[src/ellc_pkg.sv]
// Constants shared by the external line edge and event controller.
// Function
// - Event request passes only with event enable set
// - Rising select makes rising edges trigger both paths
// - Falling select makes falling edges trigger both paths
// - Both selects set trigger on every edge
// - Rising edge during rising-select write sets no pending
// - Falling edge during falling-select write sets no pending
// - Software trigger write of one sets pending
// - Software trigger bit clears with its pending flag
// - Selected edge sets the line pending flag
// - Writing one clears pending, zero leaves it
// - Enable, select and trigger registers reset to zero
// - Pending reset value need not be defined
// - Interrupt enable gates each line interrupt request
// - Event pulse emitted without setting pending flag
`default_nettype none
package ellc_pkg;
  localparam int          NUM_LINES            = 18;
  localparam int          ADDR_W               = 5;
  localparam int          DATA_W               = 32;
  localparam logic [4:0]  OFF_EVENT_ENABLE     = 5'h04;
  localparam logic [4:0]  OFF_RISING_SELECT    = 5'h08;
  localparam logic [4:0]  OFF_FALLING_SELECT   = 5'h0c;
  localparam logic [4:0]  OFF_SOFTWARE_TRIGGER = 5'h10;
  localparam logic [4:0]  OFF_PENDING_FLAGS    = 5'h14;
  localparam logic [4:0]  OFF_IRQ_STATUS       = 5'h18;
  localparam logic [4:0]  OFF_IRQ_MASK         = 5'h1c;
  localparam logic [31:0] REG_RESET            = 32'h0000_0000;
  localparam logic [31:0] PENDING_RESET        = 32'h0000_0000;
  localparam logic [31:0] IRQ_MASK_RESET       = 32'h0000_0000;
  localparam logic [31:0] UNMAPPED_READ        = 32'h0000_0000;

  typedef enum logic [0:0] {
    ELLC_BUS_IDLE = 1'b0,
    ELLC_BUS_ACK  = 1'b1
  } ellc_bus_t;
endpackage : ellc_pkg
`default_nettype wire

[src/ellc_ctrl.sv]
// Top of the external line controller: register slave, pending logic and event pulses.
//
// Local design decision: the Avalon-MM register port.
`default_nettype none
`timescale 1ns/100ps
module ellc_ctrl #(
  parameter int LINES = ellc_pkg::NUM_LINES
) (
  input  wire logic                        mclk,
  input  wire logic                        rstn,
  input  wire logic [ellc_pkg::ADDR_W-1:0] avs_address,
  input  wire logic                        avs_read,
  input  wire logic                        avs_write,
  input  wire logic [ellc_pkg::DATA_W-1:0] avs_writedata,
  input  wire logic [3:0]                  avs_byteenable,
  output logic      [ellc_pkg::DATA_W-1:0] avs_readdata,
  output logic                             avs_waitrequest,
  input  wire logic [LINES-1:0]            ext_line_in,
  input  wire logic [LINES-1:0]            interrupt_enable,
  output logic      [LINES-1:0]            line_irq,
  output logic      [LINES-1:0]            line_event,
  output logic                             irq
);
  import ellc_pkg::*;

  typedef struct packed {
    ellc_bus_t        bus;
    logic [31:0]      rdata;
    logic [LINES-1:0] event_enable;
    logic [LINES-1:0] rising_edge_select;
    logic [LINES-1:0] falling_edge_select;
    logic [LINES-1:0] software_trigger;
    logic [LINES-1:0] pending_flags;
    logic [LINES-1:0] event_pulse;
    logic [LINES-1:0] irq_status;
    logic [LINES-1:0] irq_mask;
  } ellc_ctrl_t;

  ellc_ctrl_t       st_reg;
  ellc_ctrl_t       st_next;
  logic [LINES-1:0] line_level;
  logic [LINES-1:0] rise_pulse;
  logic [LINES-1:0] fall_pulse;
  logic             req;
  logic             take;
  logic             wr_take;
  logic             rd_take;
  logic [31:0]      wmask;
  logic [31:0]      wbits;
  logic [LINES-1:0] wbits_l;
  logic [LINES-1:0] trig_rise;
  logic [LINES-1:0] trig_fall;
  logic [LINES-1:0] pend_rise;
  logic [LINES-1:0] pend_fall;
  logic [LINES-1:0] soft_new;
  logic [LINES-1:0] pend_clear;
  logic [LINES-1:0] pend_set;
  logic [LINES-1:0] status_clear;

  if (LINES < 1 || LINES > DATA_W) begin : g_lines_check
    $error("ellc_ctrl supports between 1 and 32 lines.");
  end

  ellc_sync #(
    .WIDTH (LINES)
  ) u_sync (
    .mclk      (mclk),
    .rstn      (rstn),
    .async_in  (ext_line_in),
    .level_out (line_level)
  );

  ellc_edge #(
    .WIDTH (LINES)
  ) u_edge (
    .mclk       (mclk),
    .rstn       (rstn),
    .level_in   (line_level),
    .rise_pulse (rise_pulse),
    .fall_pulse (fall_pulse)
  );

  function automatic logic [31:0] zext(input logic [LINES-1:0] v);
    logic [31:0] r;
    r = '0;
    r[LINES-1:0] = v;
    return r;
  endfunction : zext

  function automatic logic [31:0] lane_mask(input logic [3:0] be);
    logic [31:0] m;
    m = '0;
    for (int i = 0; i < 4; i++) begin
      m[i*8 +: 8] = {8{be[i]}};
    end
    return m;
  endfunction : lane_mask

  function automatic logic [31:0] read_word(input ellc_ctrl_t s, input logic [4:0] a);
    logic [31:0] r;
    r = UNMAPPED_READ;
    case (a)
      OFF_EVENT_ENABLE: begin
        r = zext(s.event_enable);
      end
      OFF_RISING_SELECT: begin
        r = zext(s.rising_edge_select);
      end
      OFF_FALLING_SELECT: begin
        r = zext(s.falling_edge_select);
      end
      OFF_SOFTWARE_TRIGGER: begin
        r = zext(s.software_trigger);
      end
      OFF_PENDING_FLAGS: begin
        r = zext(s.pending_flags);
      end
      OFF_IRQ_STATUS: begin
        r = zext(s.irq_status);
      end
      OFF_IRQ_MASK: begin
        r = zext(s.irq_mask);
      end
      default: begin
        r = UNMAPPED_READ;
      end
    endcase
    return r;
  endfunction : read_word

  // One wait cycle per access keeps read data registered and stable at the accepting edge.
  assign req             = avs_read | avs_write;
  assign avs_waitrequest = req & (st_reg.bus == ELLC_BUS_IDLE);
  assign take            = req & (st_reg.bus == ELLC_BUS_ACK);
  assign wr_take         = take & avs_write;
  assign rd_take         = take & avs_read;
  assign wmask           = lane_mask(avs_byteenable);
  assign wbits           = avs_writedata & wmask;
  assign wbits_l         = wbits[LINES-1:0];

  always_comb begin
    st_next = st_reg;

    unique case (st_reg.bus)
      ELLC_BUS_IDLE: begin
        if (req) begin
          st_next.bus   = ELLC_BUS_ACK;
          st_next.rdata = avs_read ? read_word(st_reg, avs_address) : UNMAPPED_READ;
        end
      end
      ELLC_BUS_ACK: begin
        st_next.bus   = ELLC_BUS_IDLE;
        st_next.rdata = UNMAPPED_READ;
      end
    endcase

    trig_rise = rise_pulse & st_reg.rising_edge_select;
    trig_fall = fall_pulse & st_reg.falling_edge_select;

    // An edge landing on a write to its own select register is dropped for pending and interrupt status, not for the event pulse.
    pend_rise = (wr_take && avs_address == OFF_RISING_SELECT) ? '0 : trig_rise;
    pend_fall = (wr_take && avs_address == OFF_FALLING_SELECT) ? '0 : trig_fall;

    soft_new   = '0;
    pend_clear = '0;
    if (wr_take) begin
      unique case (avs_address)
        OFF_EVENT_ENABLE: begin
          st_next.event_enable = wbits_l | (st_reg.event_enable & ~wmask[LINES-1:0]);
        end
        OFF_RISING_SELECT: begin
          st_next.rising_edge_select = wbits_l
                                     | (st_reg.rising_edge_select & ~wmask[LINES-1:0]);
        end
        OFF_FALLING_SELECT: begin
          st_next.falling_edge_select = wbits_l
                                      | (st_reg.falling_edge_select & ~wmask[LINES-1:0]);
        end
        OFF_SOFTWARE_TRIGGER: begin
          soft_new = wbits_l & ~st_reg.software_trigger;
        end
        OFF_PENDING_FLAGS: begin
          pend_clear = wbits_l;
        end
        OFF_IRQ_MASK: begin
          st_next.irq_mask = wbits_l | (st_reg.irq_mask & ~wmask[LINES-1:0]);
        end
        default: begin
          pend_clear = '0;
        end
      endcase
    end

    // Pending is set only for interrupt-enabled lines, so event-only lines never set it.
    pend_set = ((pend_rise | pend_fall) | soft_new) & interrupt_enable;

    st_next.pending_flags    = (st_reg.pending_flags & ~pend_clear) | pend_set;
    st_next.software_trigger = (st_reg.software_trigger & ~pend_clear) | soft_new;

    st_next.event_pulse = (trig_rise | trig_fall | soft_new) & st_reg.event_enable;

    // Only bits the reader actually saw are cleared, and a new set wins over the clear.
    status_clear       = rd_take && avs_address == OFF_IRQ_STATUS ? st_reg.rdata[LINES-1:0]
                                                                  : '0;
    st_next.irq_status = (st_reg.irq_status & ~status_clear) | pend_set;
  end

  always_ff @(posedge mclk or negedge rstn) begin
    if (!rstn) begin
      st_reg                     <= '0;
      st_reg.bus                 <= ELLC_BUS_IDLE;
      st_reg.rdata               <= UNMAPPED_READ;
      st_reg.event_enable        <= REG_RESET[LINES-1:0];
      st_reg.rising_edge_select  <= REG_RESET[LINES-1:0];
      st_reg.falling_edge_select <= REG_RESET[LINES-1:0];
      st_reg.software_trigger    <= REG_RESET[LINES-1:0];
      st_reg.pending_flags       <= PENDING_RESET[LINES-1:0];
      st_reg.event_pulse         <= '0;
      st_reg.irq_status          <= '0;
      st_reg.irq_mask            <= IRQ_MASK_RESET[LINES-1:0];
    end else begin
      st_reg <= st_next;
    end
  end

  assign avs_readdata = st_reg.rdata;
  assign line_irq     = st_reg.pending_flags & interrupt_enable;
  assign line_event   = st_reg.event_pulse;
  assign irq          = |(st_reg.irq_status & st_reg.irq_mask);
endmodule : ellc_ctrl
`default_nettype wire

[src/ellc_sync.sv]
// Three-stage synchroniser that accepts a new level once stages two and three agree.
`default_nettype none
`timescale 1ns/100ps
module ellc_sync #(
  parameter int WIDTH = 18
) (
  input  wire logic             mclk,
  input  wire logic             rstn,
  input  wire logic [WIDTH-1:0] async_in,
  output logic      [WIDTH-1:0] level_out
);
  import ellc_pkg::*;

  typedef struct packed {
    logic [WIDTH-1:0] s1;
    logic [WIDTH-1:0] s2;
    logic [WIDTH-1:0] s3;
    logic [WIDTH-1:0] level;
  } ellc_sync_t;

  ellc_sync_t sync_reg;
  ellc_sync_t sync_next;
  logic [WIDTH-1:0] agree;

  if (WIDTH < 1) begin : g_width_check
    $error("ellc_sync needs at least one line.");
  end

  always_comb begin
    sync_next = sync_reg;
    sync_next.s1 = async_in;
    sync_next.s2 = sync_reg.s1;
    sync_next.s3 = sync_reg.s2;
    // A one-cycle blip never has stages two and three agree, so it never reaches the level.
    agree = ~(sync_reg.s2 ^ sync_reg.s3);
    sync_next.level = (sync_reg.s3 & agree) | (sync_reg.level & ~agree);
  end

  always_ff @(posedge mclk or negedge rstn) begin
    if (!rstn) begin
      sync_reg <= '0;
    end else begin
      sync_reg <= sync_next;
    end
  end

  assign level_out = sync_reg.level;
endmodule : ellc_sync
`default_nettype wire

[src/ellc_edge.sv]
// Edge detector giving one-cycle rising and falling pulses per line.
`default_nettype none
`timescale 1ns/100ps
module ellc_edge #(
  parameter int WIDTH = 18
) (
  input  wire logic             mclk,
  input  wire logic             rstn,
  input  wire logic [WIDTH-1:0] level_in,
  output logic      [WIDTH-1:0] rise_pulse,
  output logic      [WIDTH-1:0] fall_pulse
);
  import ellc_pkg::*;

  typedef struct packed {
    logic [WIDTH-1:0] prev;
    logic [WIDTH-1:0] rise;
    logic [WIDTH-1:0] fall;
  } ellc_edge_t;

  ellc_edge_t edge_reg;
  ellc_edge_t edge_next;

  if (WIDTH < 1) begin : g_width_check
    $error("ellc_edge needs at least one line.");
  end

  always_comb begin
    edge_next = edge_reg;
    edge_next.prev = level_in;
    edge_next.rise = level_in & ~edge_reg.prev;
    edge_next.fall = ~level_in & edge_reg.prev;
  end

  always_ff @(posedge mclk or negedge rstn) begin
    if (!rstn) begin
      edge_reg <= '0;
    end else begin
      edge_reg <= edge_next;
    end
  end

  assign rise_pulse = edge_reg.rise;
  assign fall_pulse = edge_reg.fall;
endmodule : ellc_edge
`default_nettype wire

[config.mk]
export PLATFORM = sky130hd
export DESIGN_NAME = ellc_ctrl
export DESIGN_NICKNAME = d
export VERILOG_FILES = /design/src/ellc_pkg.sv /design/src/ellc_ctrl.sv /design/src/ellc_sync.sv /design/src/ellc_edge.sv
export SDC_FILE = /design/constraint.sdc
export NUM_CORES = 1
export LEC_CHECK = 0
export BUFFER_PORTS_ARGS = -buffer_cell sky130_fd_sc_hd__buf_2
export CAP_MARGIN = 20
export CORE_MARGIN = 2
export CORE_UTILIZATION = 62
export DETAILED_ROUTE_END_ITERATION = 8
export GPL_ROUTABILITY_DRIVEN = 0
export GPL_TIMING_DRIVEN = 0
export PLACE_DENSITY = 0.85
export RECOVER_POWER = 25
export SYNTH_ARGS = -nofsm -noshare
export SYNTH_HDL_FRONTEND = slang
export SYNTH_SLANG_ARGS = --single-unit
export TNS_END_PERCENT = 50
[constraint.sdc]
create_clock -name mclk -period 5 [get_ports mclk]
set_input_delay 0 -clock mclk [delete_from_list [all_inputs] [get_ports mclk]]
set_output_delay 0 -clock mclk [all_outputs]
set_load 0.03 [all_outputs]
==> results of run 1 <==
-- kinds of logic (layout without fill, tap and decap cells) --
family | after synthesis | after routing | synth area share (%)
DFF | 289 | 289 | 60.3
and+or+nand+nor | 287 | 287 | 13.0
AOI/OAI and AO/OA | 225 | 225 | 14.1
buffers and inverters | 104 | 340 | 5.40
muxes | 53 | 53 | 5.75
adders and majority gates | 18 | 18 | 1.50
other | 1 | 15 | 0.0313
-- power breakdown --
group          switching (W)  internal (W)
clock network       0.000896       0.00155
logic               0.000457      0.000355
registers           0.000273       0.00262
total                0.00163       0.00453
-- path summary, 6_finish.rpt --
kind                                    endpoint  slack [ps]  cells past startpoint
hold reg to reg             u_sync.sync_next[34]         350                      0
max in group asynchronous  u_edge.fall_pulse[10]        3580                      4
setup reg to reg                     st_reg[143]        2760                      6
setup / recovery                      st_reg[67]        2640                      7
hold / removal               u_sync.sync_reg[21]          20                      2
min in group mclk                     st_reg[76]          70                      5
-- critical path: cells and delay by family --
kind	cells	cell delay (ps)
AO/OA/AOI/OAI	1	320
buffers and inverters	3	1190
AND/OR/NAND/NOR	3	1250
-- cell usage after synthesis, drive strengths merged --
library cell and n:
o2bb2ai 54, nand3 105, mux2 27, a31oi 1
and3 2, o31ai 1, a22o 3, a41o 7
mux4 10, nor3b 4, nand4 3, nor4b 1
conb 1, o21ai 54, a21oi 7, a221oi 4
maj3 18, a22oi 30, a211o 1, buf 77
inv 18, clkbuf 9, a221o 17, nor2 23
o31a 1, mux2i 16, nor3 5, or3 2
a21boi 18, and2 18, nand4bb 1, nand2 73
nor2b 47, o22a 18, o22ai 8, o211ai 1
or4b 1, dfrtp 289, nor4 1, or3b 1
-- layout by cell type, fill, tap and decap left out, types with 7 or more instances in the layout --
master / synthesis / final
a221o_1: 17 / 17
clkbuf_16: 0 / 29
o22a_1: 18 / 18
inv_1: 18 / 18
dlygate4sd3_1: 0 / 64
mux4_2: 10 / 10
a22oi_1: 30 / 30
o22ai_1: 8 / 8
nand2_1: 65 / 65
a21oi_1: 7 / 7
clkbuf_8: 0 / 9
nand3_1: 105 / 105
o2bb2ai_1: 54 / 54
a41o_1: 7 / 7
maj3_1: 18 / 18
mux2i_1: 16 / 16
and2_1: 18 / 18
a21boi_1: 12 / 12
buf_4: 52 / 52
mux2_2: 26 / 26
nor2b_1: 47 / 47
conb_1: 1 / 14
o21ai_0: 49 / 49
nor2_1: 22 / 22
bufinv_16: 0 / 7
dfrtp_1: 289 / 289
buf_2: 20 / 137
clkbuf_1: 9 / 13
-- layout make-up --
| class | instances | area [sq um] | area share [%] |
|---|---|---|---|
| multi-input combinational | 597 | 4160 | 28.2 |
| buffer | 86 | 581 | 3.93 |
| inverter | 18 | 67.6 | 0.458 |
| antenna | 1 | 2.50 | 0.0170 |
| clock buffer | 42 | 865 | 5.86 |
| timing repair buffer | 184 | 1300 | 8.78 |
| tap | 260 | 325 | 2.20 |
| clock inverter | 10 | 229 | 1.55 |
| sequential | 289 | 7230 | 49.0 |
-- through the flow --
| step | cell area, sq um | hold WS (ps) | total power [W] | utilization [%] |
|---|---|---|---|---|
| 2_1_floorplan | 12000 | -296 | 0.00332 | - |
| 3_3_place_gp | 13000 | 108 | 0.00361 | 68.8 |
| 3_5_place_dp | 13000 | 20.6 | 0.00365 | 69.2 |
| 4_1_cts | 14800 | 48.7 | 0.00612 | 78.4 |
| 5_1_grt | 14800 | 76.4 | 0.00635 | 78.4 |
| 6_report | 14800 | 18.8 | 0.00616 | 78.4 |
-- routing by layer --
metal  GRT usage [%]  wire (um)  share of wire, %  vias up
met2            51.5      15400                47      652
met4            15.3       1450               4.4        0
li1                -          -                 -     3967
met5               0          0                 0        -
met3            8.22       3560                11      149
met1            44.3      12300                38     4557
-- repair_timing --
| action | 4_1_cts | 5_1_grt |
|---|---|---|
| hold endpoints to repair | 307 | 0 |
| setup buffers | 0 | 0 |
| hold buffers | 64 | 0 |
==> results by group, run 1 <==
Clock network
  • Inserted Clock Buffers: 29
  • Post-cts gate resize count: 0
  • Clock Latency Late Sink: ~540 ps
  • Worst-path clk slew: 60 ps
  • Bufs on Longest Clock Path: 3
  • H-tree depth: 1
  • CTS tree: done
  • Clk sinks: 289
  • CTS Root Buffer Type: clkbuf_16

Critical path
  • CP Data Required Time: 5410 ps
  • CP Launch Type: input port
  • Critical Path Start: avs_address[4]
  • CP arrival: about 2800 ps
  • CP Capture Type: register
  • WS Path Type: input port to register
  • Reg2reg start: st_reg[176]
  • CP max stage cell: nor3b_2
  • Biggest cell delay along the critical path: 760 ps
  • Crit path cell chain: dlygate4sd3_1 > buf_6 > nor3b_2 > nand4_4 > clkbuf_1 > o21ai_0 > nand3_1
  • Worst Path Max Fanout: 10

STA
  • RSZ-0062 raised after global routing: no
  • Fin. Hold Viols: 0
  • Max_slew headroom: approximately 37%
  • Fin crit period: 2360 ps
  • Setup TNS: 0 ps
  • Clock Skews: around 9 ps
  • Slew @ Worst Pin: 949 ps
  • Tcrit/Tclk final: 47.2%
  • Fmax: 424 MHz
  • Final setup fails: 0
  • Slew Limit Fails: 0
  • Final critical-path setup slack: 2640 ps

Floorplanning
  • Die W: roughly 140 um
  • Core area: between 15000 and 20000 sq um
  • I/O pins: 151
  • Die Footprint: 20500 sq um
  • Die Ht: between 100 and 150 um
  • Initial Utilization: 63.7%
  • Num rows: 50

Layout
  • Fin cells: 1487
  • Synth-to-layout area growth: 23.1%
  • Max reg flops: 127
  • Layout Nets: 1286
  • Share of post-route cells with drive strength above 1: roughly a quarter
  • Fillers: between 1k and 1.5k

Run
  • Maxcap violations: 0

Detailed routing
  • Routed vias/inst: 6.27
  • Drt total wl: 32700 um
  • Drt pass-1 iters: 9
  • Via count: 9325
  • Avg WL per Cell: 22.0 um
  • Post-route DRC: 0
  • Antenna Nets Post-Route: 0
  • Initial DRC count: roughly 1.1k

Pwr
  • Pwr/cell area: 417 nW/um^2
  • LEAKAGE: 6.86 nW
  • Maximum VDD drop: 0.298 mV

Place
  • Pre-CTS setup slack: 2800 ps
  • Post-DP HPWL: 20300 um
  • Post-Place Cells: 1370
  • Number of buffers added on ports: 118

Yosys
  • Sequential element share of the synthesized area: between 60% and 70%
  • Mapped Avg Cell Area: approximately 12 sq um
  • Yosys warning count: 0
  • Share of the synthesized area in the top cell type: between 60% and 70%
  • Post-synth cell types: 53
  • Synth top area cells: dfrtp_1, nand3_1, o2bb2ai_1
  • Post-synth top area cell: dfrtp_1
  • #FFs+latches synth: roughly 290
  • Synth Cell Area: 12000 sq um
  • Cell count after synthesis: 977

Global routing
  • Pin count of the biggest net entering global routing: 127
  • Vias in the first global route: 9582
  • Tot GR Track Use: 33.1%
  • Total gr overflow: 0
  • First-pass GRT wire length: just over 50000 um
  • Initial antenna violation count: 1

Outcome
  • Outcome: complete, no violations

Min path
  • HP Class: input port to async pin
Note: power is estimated with default switching activity, not from simulation.
==> inputs of run 2 (changes only) <==
--- a/config.mk
+++ b/config.mk
@@ -8,11 +8,11 @@
 export BUFFER_PORTS_ARGS = -buffer_cell sky130_fd_sc_hd__buf_2
 export CAP_MARGIN = 20
 export CORE_MARGIN = 2
-export CORE_UTILIZATION = 62
+export CORE_UTILIZATION = 58
 export DETAILED_ROUTE_END_ITERATION = 8
 export GPL_ROUTABILITY_DRIVEN = 0
 export GPL_TIMING_DRIVEN = 0
-export PLACE_DENSITY = 0.85
+export PLACE_DENSITY = 0.8
 export RECOVER_POWER = 25
 export SYNTH_ARGS = -nofsm -noshare
 export SYNTH_HDL_FRONTEND = slang
==> constraint.sdc (replaced) <==
create_clock -name mclk -period 2.26 [get_ports mclk]
set_input_delay 0 -clock mclk [delete_from_list [all_inputs] [get_ports mclk]]
set_output_delay 0 -clock mclk [all_outputs]
set_load 0.03 [all_outputs]
==> run 2 against run 1 <==
- the flow now finishes with violations (max-capacitance violations, max-slew violations, negative setup slack)
- highest routed layer unchanged
- clock skew hardly changed
- sequential power is 120% higher
- utilization is 5.7 points lower
==> results by group, run 2 (synthesis gave the netlist of run 1 again) <==
Outcome
  • Outcome: finished, violations left
  • Failing checks: max-capacitance violations, max-slew violations, negative setup slack

STA
  • RSZ-0062 raised after global routing: no
  • Fmax: 441 MHz
  • Setup TNS: -10.1 ps
  • Tcrit/Tclk final: 100%
  • Slew Limit Fails: 292
  • Final critical-path setup slack: -10.1 ps
  • Final setup fails: 1
  • Fin. Hold Viols: 0
  • Slew @ Worst Pin: 1740 ps
  • Clock Skews: 9.23 ps
  • Final hold slack: 70.3 ps
  • Fin crit period: 2270 ps
  • Max_slew headroom: -16.1%

Critical path
  • Worst Path Max Fanout: 10
  • CP arrival: ~2800 ps
  • Reg2reg start: st_reg[176]
  • WS Path Type: register to register
  • Worst reg2reg path depth: 4
  • Worst R2R End: avs_readdata[10]
  • CP Data Required Time: 2750 ps
  • CP Capture Type: register
  • CP Launch Type: register
  • R2r setup slk: -10 ps

Clock network
  • Clock Latency Late Sink: 550 ps
  • CTS Root Buffer Type: clkbuf_16
  • Worst-path clk slew: 60 ps
  • Post-cts gate resize count: 0
  • Bufs on Longest Clock Path: 3
  • Inserted Clock Buffers: 30
  • H-tree depth: 1
  • CTS tree: done
  • Clk sinks: 289

Layout
  • Synth-to-layout area growth: 22.7%
  • Design area: 14700 sq um
  • Max reg flops: 127
  • Layout Nets: 1291
  • Fillers: about 1.4k
  • Share of post-route cells with drive strength above 1: 24.8%
  • Highest-count cells in the layout ignoring fill and taps: dfrtp_1, buf_2, nand3_1, nand2_1, dlygate4sd3_1
  • Commonest non-fill, non-tap cell in the layout: dfrtp_1

Detailed routing
  • Post-route DRC: 0
  • Avg WL per Cell: 21.4 um
  • Drt total wl: 32200 um
  • Drt pass-1 iters: 6
  • Antenna Nets Post-Route: 0
  • Via count: 9256
  • Initial DRC count: around 1.1k
  • Routed vias/inst: 6.15

Min path
  • Hold Startpoint: avs_address[0]
  • Hold Path End: st_reg[76]
  • Hold path cells: 5
  • HP Class: input port to register

Floorplanning
  • Num rows: 52
  • Initial Utilization: between 50% and 60%
  • I/O pins: 151
  • Die W: 148 um
  • Die Ht: 148 um
  • Core area: a little over 20000 sq um
  • Die Footprint: 21800 sq um

Global routing
  • Pin count of the biggest net entering global routing: 131
  • Total gr overflow: 0
  • Initial antenna violation count: 2
  • First-pass GRT wire length: 49700 um
  • Tot GR Track Use: between 20% and 30%
  • Vias in the first global route: 9161

Place
  • Placed Area: 13000 sq um
  • Post-DP HPWL: between 20000 and 25000 um
  • Number of buffers added on ports: 118

Run
  • Maxcap violations: 3

Pwr
  • Pwr/cell area: 908 nW/um^2
  • Maximum VDD drop: 0.655 mV
  • LEAKAGE: 6.83 nW
[run 2: cell count changes in the layout (fill, tap and decap cells not counted), moves of 3 or more]
cell        before  now
clkinv_2         2    7
bufinv_16        7    4
clkinvlp_4       0    3
clkbuf_8         9    5
clkbuf_1        13   16
[run 2: layer usage]
metal  up-vias  wire length [um]  global-route usage (%)
li1       3987                 -                       -
met1      4518             12400                    39.4
met2       612             15200                    47.5
met3       139              3160                    6.20
met4         0              1460                    12.9
met5         -                 0                       0
[run 2: what timing repair did]
item / CTS / global route
setup endpoints to repair: 0 / 2
hold buffers: 66 / 0
setup buffers: 0 / 2
endpoints found under the hold margin: 442 / 0
[run 2: how the worst max path moves through the flow]
stage,to,slack (ps),start,depth (start not counted)
2_1_floorplan,avs_readdata[11],640,st_reg[176],6
3_3_place_gp,u_sync.sync_next[45],-3880,rstn,1
3_5_place_dp,st_reg[62],50,avs_address[1],6
4_1_cts,st_reg[142],50,st_reg[176],6
5_1_grt,avs_readdata[11],20,st_reg[176],5
6_report,avs_readdata[10],-10,st_reg[176],4
[run 2: final cells by class]
class | instances | area, sq um | share of cell area, %
clock inverter | 15 | 189 | 1.28
tap | 270 | 338 | 2.30
multi-input combinational | 597 | 4160 | 28.3
timing repair buffer | 188 | 1270 | 8.66
antenna | 2 | 5.00 | 0.0340
buffer | 86 | 581 | 3.95
sequential | 289 | 7230 | 49.2
clock buffer | 41 | 863 | 5.87
inverter | 18 | 67.6 | 0.459
[run 2: power breakdown]
| group | switching [W] | internal, W |
|---|---|---|
| combinational | 0.000989 | 0.000776 |
| sequential | 0.000590 | 0.00580 |
| clock | 0.00207 | 0.00313 |
[run 2: through the flow]
step	total power [W]	setup slack (ps)	utilization, %	cells
finish	0.0134	-10.1	72.7	1506
global route	0.0138	22.6	72.7	1506
CTS	0.0133	52.9	72.9	1502
detailed placement	0.00809	50.0	64.4	1380
global placement	0.00800	-3880	64.1	1378
floorplan	0.00735	636	-	990
[run 2: worst max-delay path, cell delays in order (launching register included)]
cell      delay (ps)
dfrtp_1          380
buf_2            190
nor3_2           780
clkbuf_1         570
a221o_1          270
